### src/pkg/rsdp_map.svh
// Notes on behaviour
// [RQ1] Read starts only once has-word flag high.
// [RQ2] Read strobe one cycle; data caught at fall.
// [RQ3] Write starts only once can-accept flag high.
// [RQ4] Write strobe one cycle, data driven meanwhile.
// [RQ5] Peripheral latches write data at strobe fall.
// [RQ6] Keep driving data one cycle after strobe.
// [RQ7] Drive data lines only while enable is set.
// [RQ8] Strobes and drive enable reset to zero.
// [RQ9] Read one word first, then write back.
// [RQ10] Four data lines; idle between transactions.
`ifndef RSDP_MAP_SVH
`define RSDP_MAP_SVH
`define RSDP_DATA_W 4
`define RSDP_SYNC_W 3
`define RSDP_STROBE_RST 1'b0
`define RSDP_DRIVE_RST 1'b0
`define RSDP_WORD_RST 4'h0
`endif

### src/pkg/rsdp_pkg.sv
`default_nettype none
`include "rsdp_map.svh"
package rsdp_pkg;
	typedef enum logic [2:0] {
		RSDP_IDLE,
		RSDP_WAIT_RD,
		RSDP_READ,
		RSDP_WAIT_WR,
		RSDP_WRITE,
		RSDP_HOLD
	} rsdp_state_t;

	typedef logic [`RSDP_DATA_W-1:0] rsdp_word_t;

	typedef struct packed {
		logic [`RSDP_SYNC_W-1:0] stage;
		logic                    level;
	} rsdp_sync_regs_t;

	typedef struct packed {
		rsdp_state_t state;
		logic        rd_strobe;
		logic        wr_strobe;
		logic        drive_en;
		rsdp_word_t  out_word;
		rsdp_word_t  in_word;
		logic        done;
	} rsdp_regs_t;
endpackage : rsdp_pkg
`default_nettype wire

### src/rtl/rsdp_sync.sv
`default_nettype none
`include "rsdp_map.svh"
// ****************************************
// Pin synchroniser
// ****************************************
// A change is accepted only when the second and third stages agree.
module rsdp_sync (
	// Clock and reset
	input  wire logic mclk,
	input  wire logic rst,
	// Pin and result
	input  wire logic pin_in,
	output var  logic level_out
);
	rsdp_pkg::rsdp_sync_regs_t s_r;
	rsdp_pkg::rsdp_sync_regs_t s_nxt;

	always_comb begin
		s_nxt       = s_r;
		s_nxt.stage = {s_r.stage[1:0], pin_in};
		if (s_r.stage[1] == s_r.stage[2]) begin
			s_nxt.level = s_r.stage[2];
		end
	end

	always_ff @(posedge mclk or posedge rst) begin
		if (rst) begin
			s_r <= '0;
		end else begin
			s_r <= s_nxt;
		end
	end

	assign level_out = s_r.level;
endmodule : rsdp_sync
`default_nettype wire

### src/rtl/rsdp_port.sv
`default_nettype none
`include "rsdp_map.svh"
// ****************************************
// Ready-strobe peripheral port
// ****************************************
// A start pulse runs one read from the peripheral followed by one write of
// the read word plus one. The strobes are registered so the pins never glitch.
// Only one transaction is in flight; a start while busy is dropped unnoticed.
module rsdp_port (
	// Clock and reset
	input  wire logic                    mclk,
	input  wire logic                    rst,
	// User side
	input  wire logic                    start,
	output logic                         busy,
	output logic                         done,
	output logic [`RSDP_DATA_W-1:0]      read_word,
	// Peripheral side
	input  wire logic                    peripheral_has_word,
	input  wire logic                    peripheral_can_accept,
	output logic                         read_strobe,
	output logic                         write_strobe,
	input  wire logic [`RSDP_DATA_W-1:0] shared_data_lines_in,
	output logic [`RSDP_DATA_W-1:0]      shared_data_lines_out,
	output logic [`RSDP_DATA_W-1:0]      shared_data_lines_oe
);
	rsdp_pkg::rsdp_regs_t r_r;
	rsdp_pkg::rsdp_regs_t r_nxt;
	logic                 has_word_s;
	logic                 can_accept_s;

	// ****************************************
	// Flag synchronisers
	// ****************************************
	// Both ready flags come from the peripheral's own timing, so each passes a
	// synchroniser; the price is about four cycles of latency per flag.
	rsdp_sync u_sync_rd (
		.mclk      (mclk),
		.rst       (rst),
		.pin_in    (peripheral_has_word),
		.level_out (has_word_s)
	);

	rsdp_sync u_sync_wr (
		.mclk      (mclk),
		.rst       (rst),
		.pin_in    (peripheral_can_accept),
		.level_out (can_accept_s)
	);

	// ****************************************
	// Helpers
	// ****************************************
	// The written word is the read word plus one, wrapping at the top.
	function automatic rsdp_pkg::rsdp_word_t next_word(input rsdp_pkg::rsdp_word_t w);
		return w + `RSDP_DATA_W'(1);
	endfunction : next_word

	// Quiet pins mean no strobe raised and the bus released.
	function automatic logic pins_quiet(input logic rd, input logic wr, input logic drive);
		return !rd && !wr && !drive;
	endfunction : pins_quiet

	// ****************************************
	// Sequencer
	// ****************************************
	always_comb begin
		r_nxt      = r_r;
		r_nxt.done = 1'b0;
		case (r_r.state)
			rsdp_pkg::RSDP_IDLE: begin
				// Start is looked at only here, so a start while busy is dropped.
				if (start) begin
					r_nxt.state = rsdp_pkg::RSDP_WAIT_RD; // see [RQ9]
				end
			end
			rsdp_pkg::RSDP_WAIT_RD: begin
				if (has_word_s) begin
					r_nxt.rd_strobe = 1'b1; // see [RQ1]
					r_nxt.state     = rsdp_pkg::RSDP_READ;
				end
			end
			rsdp_pkg::RSDP_READ: begin
				// The peripheral holds the lines steady while the read strobe is high,
				// so the word is taken straight from the pins as the strobe falls.
				r_nxt.rd_strobe = 1'b0; // see [RQ2]
				r_nxt.in_word   = shared_data_lines_in; // see [RQ2]
				r_nxt.out_word  = next_word(shared_data_lines_in);
				r_nxt.state     = rsdp_pkg::RSDP_WAIT_WR; // see [RQ9]
			end
			rsdp_pkg::RSDP_WAIT_WR: begin
				// The bus stayed released through the read, so drive and strobe rise together.
				if (can_accept_s) begin
					r_nxt.wr_strobe = 1'b1; // see [RQ3]
					r_nxt.drive_en  = 1'b1; // see [RQ4]
					r_nxt.state     = rsdp_pkg::RSDP_WRITE;
				end
			end
			rsdp_pkg::RSDP_WRITE: begin
				r_nxt.wr_strobe = 1'b0; // see [RQ4]
				r_nxt.state     = rsdp_pkg::RSDP_HOLD; // see [RQ6]
			end
			rsdp_pkg::RSDP_HOLD: begin
				// The word has stood across the strobe's falling edge; release the bus now.
				r_nxt.drive_en = 1'b0; // see [RQ10]
				r_nxt.done     = 1'b1;
				r_nxt.state    = rsdp_pkg::RSDP_IDLE;
			end
			default: begin
				r_nxt.state = rsdp_pkg::RSDP_IDLE;
			end
		endcase
	end

	always_ff @(posedge mclk or posedge rst) begin
		if (rst) begin
			r_r.state     <= rsdp_pkg::RSDP_IDLE;
			r_r.rd_strobe <= `RSDP_STROBE_RST; // see [RQ8]
			r_r.wr_strobe <= `RSDP_STROBE_RST; // see [RQ8]
			r_r.drive_en  <= `RSDP_DRIVE_RST; // see [RQ8]
			r_r.out_word  <= `RSDP_WORD_RST;
			r_r.in_word   <= `RSDP_WORD_RST;
			r_r.done      <= 1'b0;
		end else begin
			r_r <= r_nxt;
		end
	end

	// ****************************************
	// Outputs
	// ****************************************
	// The enable is copied to every lane so the pad drivers switch together.
	assign busy                  = (r_r.state != rsdp_pkg::RSDP_IDLE);
	assign done                  = r_r.done;
	assign read_word             = r_r.in_word;
	assign read_strobe           = r_r.rd_strobe;
	assign write_strobe          = r_r.wr_strobe;
	assign shared_data_lines_out = r_r.out_word;
	assign shared_data_lines_oe  = {`RSDP_DATA_W{r_r.drive_en}}; // see [RQ7]

	// ****************************************
	// Checks
	// ****************************************
	// The checks watch the port's pins together with the synchronised flags and the state register.
	a_read_needs_flag: assert property (@(posedge mclk) disable iff (rst) // see [RQ1]
		$rose(read_strobe) |-> $past(has_word_s))
		else $error("Read strobe raised without has-word flag.");

	a_read_one_cycle: assert property (@(posedge mclk) disable iff (rst) // see [RQ2]
		$rose(read_strobe) |=> !read_strobe)
		else $error("Read strobe not exactly one cycle.");

	a_read_capture: assert property (@(posedge mclk) disable iff (rst) // see [RQ2]
		$fell(read_strobe) |-> read_word == $past(shared_data_lines_in))
		else $error("Read word not taken at strobe fall.");

	a_write_needs_flag: assert property (@(posedge mclk) disable iff (rst) // see [RQ3]
		$rose(write_strobe) |-> $past(can_accept_s))
		else $error("Write strobe raised without can-accept flag.");

	a_write_drives: assert property (@(posedge mclk) disable iff (rst) // see [RQ4]
		$rose(write_strobe) |-> shared_data_lines_oe[0] ##1 !write_strobe)
		else $error("Write strobe without bus drive or too long.");

	a_write_hold: assert property (@(posedge mclk) disable iff (rst) // see [RQ6]
		$fell(write_strobe) |-> shared_data_lines_oe[0] ##1 !shared_data_lines_oe[0])
		else $error("Bus drive not held exactly one cycle past strobe.");

	a_drive_only_write: assert property (@(posedge mclk) disable iff (rst) // see [RQ7]
		shared_data_lines_oe[0] |-> (r_r.state == rsdp_pkg::RSDP_WRITE || r_r.state == rsdp_pkg::RSDP_HOLD))
		else $error("Bus driven outside a write.");

	a_reset_quiet: assert property (@(posedge mclk) // see [RQ8]
		rst |-> !read_strobe && !write_strobe && !shared_data_lines_oe[0])
		else $error("Strobe or drive active in reset.");

	a_read_before_write: assert property (@(posedge mclk) disable iff (rst) // see [RQ9]
		$rose(read_strobe) |-> !write_strobe ##1 r_r.state == rsdp_pkg::RSDP_WAIT_WR)
		else $error("Write phase does not follow read.");

	a_idle_quiet: assert property (@(posedge mclk) disable iff (rst) // see [RQ10]
		done |-> !busy && !read_strobe && !write_strobe && !shared_data_lines_oe[0])
		else $error("Port not idle after transaction.");

	a_strobes_apart: assert property (@(posedge mclk) disable iff (rst) // see [RQ9]
		!(read_strobe && write_strobe))
		else $error("Read and write strobes high together.");

	a_no_drive_read: assert property (@(posedge mclk) disable iff (rst) // see [RQ7]
		read_strobe |-> !shared_data_lines_oe[0])
		else $error("Bus driven during a read.");

	a_read_waits_flag: assert property (@(posedge mclk) disable iff (rst) // see [RQ1]
		(r_r.state == rsdp_pkg::RSDP_WAIT_RD && !has_word_s) |=> !read_strobe)
		else $error("Read strobe raised while has-word flag low.");

	a_write_waits_flag: assert property (@(posedge mclk) disable iff (rst) // see [RQ3]
		(r_r.state == rsdp_pkg::RSDP_WAIT_WR && !can_accept_s) |=> !write_strobe)
		else $error("Write strobe raised while can-accept flag low.");

	a_out_word_stable: assert property (@(posedge mclk) disable iff (rst) // see [RQ6]
		(shared_data_lines_oe[0] && $past(shared_data_lines_oe[0])) |-> $stable(shared_data_lines_out))
		else $error("Driven word changed while bus driven.");

	a_drive_two_cycles: assert property (@(posedge mclk) disable iff (rst) // see [RQ6]
		$rose(shared_data_lines_oe[0]) |-> write_strobe ##1 (shared_data_lines_oe[0] && !write_strobe)
			##1 !shared_data_lines_oe[0])
		else $error("Bus drive not strobe cycle plus one.");

	a_write_word_next: assert property (@(posedge mclk) disable iff (rst) // see [RQ4]
		$rose(write_strobe) |-> shared_data_lines_out == next_word(read_word))
		else $error("Written word is not read word plus one.");

	a_read_word_holds: assert property (@(posedge mclk) disable iff (rst) // see [RQ2]
		!$fell(read_strobe) |-> $stable(read_word))
		else $error("Read word changed away from strobe fall.");

	a_idle_released: assert property (@(posedge mclk) disable iff (rst) // see [RQ10]
		(r_r.state == rsdp_pkg::RSDP_IDLE) |-> pins_quiet(read_strobe, write_strobe, shared_data_lines_oe[0]))
		else $error("Strobe or drive active while idle.");

	a_done_one_pulse: assert property (@(posedge mclk) disable iff (rst) // see [RQ10]
		done |=> !done)
		else $error("Done pulse longer than one cycle.");

	a_oe_falls_done: assert property (@(posedge mclk) disable iff (rst) // see [RQ10]
		$fell(shared_data_lines_oe[0]) |-> done)
		else $error("Bus released without ending the transaction.");

	a_busy_after_start: assert property (@(posedge mclk) disable iff (rst) // see [RQ9]
		(!busy && start) |=> busy)
		else $error("Start in idle did not begin a transaction.");
endmodule : rsdp_port
`default_nettype wire

### config.mk
export PLATFORM = sky130hd
export DESIGN_NAME = rsdp_port
export DESIGN_NICKNAME = d
export VERILOG_FILES = /design/src/pkg/rsdp_pkg.sv /design/src/rtl/rsdp_sync.sv /design/src/rtl/rsdp_port.sv
export VERILOG_INCLUDE_DIRS = /design/src /design/src/pkg
export SDC_FILE = /design/constraint.sdc
export NUM_CORES = 1
export LEC_CHECK = 0
export BUFFER_PORTS_ARGS = -buffer_cell sky130_fd_sc_hd__buf_2
export CAP_MARGIN = 0
export CELL_PAD_IN_SITES_DETAIL_PLACEMENT = 1
export CELL_PAD_IN_SITES_GLOBAL_PLACEMENT = 1
export CORE_MARGIN = 4
export CORE_UTILIZATION = 35
export CTS_CLUSTER_DIAMETER = 50
export CTS_CLUSTER_SIZE = 12
export DETAILED_ROUTE_END_ITERATION = 10
export PLACE_DENSITY_LB_ADDON = 0.1
export SETUP_SLACK_MARGIN = 0.15
export SLEW_MARGIN = 5
export SYNTH_ARGS = -nofsm -noshare
export SYNTH_HDL_FRONTEND = slang
export SYNTH_SLANG_ARGS = --single-unit
### constraint.sdc
create_clock -name mclk -period 1.55 [get_ports mclk]
set_input_delay 0.155 -clock mclk [delete_from_list [all_inputs] [get_ports mclk]]
set_output_delay 0.155 -clock mclk [all_outputs]
set_load 0.03 [all_outputs]
==> reports/qor.yml <==
setup_path:
  cpPeakStageDelay_ns: 0.42
  cp_max_fo: 2
  slowest_stage: "dfrtp_1"
  endpoint_kind: "primary output"
  cp.arrival_ns: 1.37
  critPathLaunchType: "register"
  critPathBufInv: 2
  cp_cell_sequence: "buf_6, or3_4, buf_6"
  critical_path_class: "register to primary output"
  crit_family: "flip-flops"
  critPathMostFrequentCell: "buf_6"
  cp.required_ns: 1.39
die:
  coreArea_sq_um: 2570
  dieArea_sq_um: 3720
  start_util_pct: 38.3
  num_rows: 18
  die_height_microns: 61.0
  io_pins: 25
  die_w_microns: 61.0
layout:
  antenna_cells: 0
  drive_gt1_share_pct: 42.7
  nNetsFinal: 121
  multi_input_area_sq_um: 309
  layout_commonest_cell: "buf_2"
  fin_util_pct: 48.1
  design_area_sq_um: 1230
  nFillCells: 289
  regArea_sq_um: 576
  final_cell_mix: "buf_2 (24), dfrtp_1 (23), o21ai_0 (7), buf_4 (7), buf_6 (6)"
  area_growth_pct: 25.4
timing:
  hold_violations: 0
  relSlewSlack_pct: 80.7
  max_freq_mhz: 655
  finalMaxSlewViolations: 0
  period_share_pct: 98.6
  worst_pin_slew_ns: 0.289
  fin_crit_ns: 1.53
  whs_ns: 0.0849
  worst_clock_skew_ns: 0.00466
  setup_viol: 0
  rsz0062_at_grt: "true"
global_route:
  grt_first_pass_wirelength_microns: 3150
  grt_overflow_total: 0
  antenna_found_initial: 0
  grt_pass1_vias: 722
  grt_max_degree: 24
  grt_usage_pct: 12.2
drt:
  wl_per_cell_microns: 13.5
  wirelength_microns: 1890
  drtPass1Iterations: 4
  vias: 651
  vias_per_cell: 4.65
  drtIter0Drc: 3
  route.detailed.drc: 0
  ant_nets: 0
power_and_ir_drop:
  p_leak_nw: 0.590
  ir_drop_mv: 1.02
  power_density_nw_per_um2: 2130
  p_total_w: 0.00262
logic_synthesis:
  yosysWarnings: 0
  ys.flop_type: "dfrtp_1"
  ys_ff_latch: 23
  synth_area_per_cell_sq_um: 12.1
  synth_cell_type_count: 23
  synthesis.area_sq_um: 983
  synth_fp_nets: 91
  seq_area_frac_synth_pct: 58.5
  ys_async_sr_fraction_pct: 100
  synth-edff-count: 0
  synth_cells: 81
worst_hold_path:
  min_path_type: "primary input to register"
place:
  port_buffers: 24
  place_area_sq_um: 1060
  dpl.hpwl_microns: 1200
  gp_congestion: 0.691
clocking:
  cts_buffers: 3
  clock-root-buffer: "clkbuf_4"
  cts_tree: "yes"
  clk_pin_slew_ns: 0.12
  cts_num_sinks: 23
  clk_latency_ns: 0.30
  cts_buffer_depth: 2
  htreeDepth: 1
flow_run:
  cap_violations: 0
status:
  status: "finished clean"
==> logic make-up (layout without fill, tap and decap cells) <==
logic type	after synthesis	after routing	synth area share, %
multiplexers	7	7	7.76
XOR/XNOR	2	2	1.78
AO/OA/AOI/OAI	13	13	7.76
flip-flops	23	23	58.5
AND/OR/NAND/NOR	14	14	7.76
buffers and inverters	19	48	13.1
adder cells (fa/ha/maj)	3	3	3.31
==> cell usage after synthesis, drive strengths merged (2+ instances only) <==
library cell,number,area share [%]
dfrtp,23,59
buf,15,12
o21ai,7,3.6
mux2,5,5.7
inv,4,1.5
nand2,4,1.5
nor2,4,1.5
a21oi,2,1.0
a31oi,2,1.3
maj3,2,2.0
mux2i,2,2.0
nor3b,2,1.5
==> final cells by class <==
| class | instances | area share, % |
|---|---|---|
| sequential | 23 | 46.7 |
| multi-input combinational | 39 | 25.1 |
| inverter | 4 | 1.22 |
| clock buffer | 4 | 2.13 |
| tap | 30 | 3.04 |
| timing repair buffer | 40 | 21.9 |
==> per-stage QoR <==
step / worst slack [ns] / std cells / TNS, ns
2_1_floorplan: 0.261 / 81 / 0
3_3_place_gp: 0.259 / 125 / 0
3_5_place_dp: 0.275 / 125 / 0
4_1_cts: 0.0125 / 137 / 0
5_1_grt: -0.0431 / 140 / -0.0431
6_report: 0.0224 / 140 / 0
==> sequential cells by signal, summed over array words and instances (netlist names) <==
register and count:
done 1, r_r 3, read_strobe 1, read_word 4, shared_data_lines_oe 1, shared_data_lines_out 4, u_sync_rd.level_out 1, u_sync_rd.s_nxt 2
u_sync_rd.s_r 1, u_sync_wr.level_out 1, u_sync_wr.s_nxt 2, u_sync_wr.s_r 1, write_strobe 1
==> what timing repair did <==
action	CTS	global route
buffers inserted	5	2
hold buffers	3	0
setup endpoints to repair	1	6
endpoints found under the hold margin	25	0
pin swaps	0	1
gates resized for setup	5	10
gates cloned	0	1
==> path summary, 6_finish.rpt <==
path / startpoint / slack, ns / cells past startpoint / endpoint
worst max-delay path: r_r[12]$_DFFE_PP0P_ / 0.02 / 3 / busy
min in group asynchronous: rst / 0.42 / 4 / r_r[12]$_DFFE_PP0P_
worst min register to register: u_sync_rd.s_nxt[2]$_DFF_PP0_ / 0.37 / 0 / u_sync_rd.s_nxt[3]$_DFF_PP0_
worst min-delay path: shared_data_lines_in[0] / 0.08 / 2 / shared_data_lines_out[0]$_DFFE_PP0P_
worst max register to register: r_r[12]$_DFFE_PP0P_ / 0.23 / 4 / read_word[0]$_DFFE_PP0P_
max in group asynchronous: rst / 0.91 / 4 / u_sync_wr.s_r[3]$_DFF_PP0_
==> report_power, final <==
part	switching, W	internal [W]
sequential	0.000114	0.000794
combinational	0.000813	0.000638
clock	0.000165	0.000100
==> per-layer routing <==
metal / up-vias / GRT usage [%] / part of all wire (%)
met3: 2 / 5.11 / 4.5
met5: - / 0 / 0
li1: 318 / - / -
met1: 311 / 13.5 / 44
met2: 20 / 20.0 / 49
met4: 0 / 6.50 / 1.9
No activity file was read; power rests on OpenSTA's default activity.
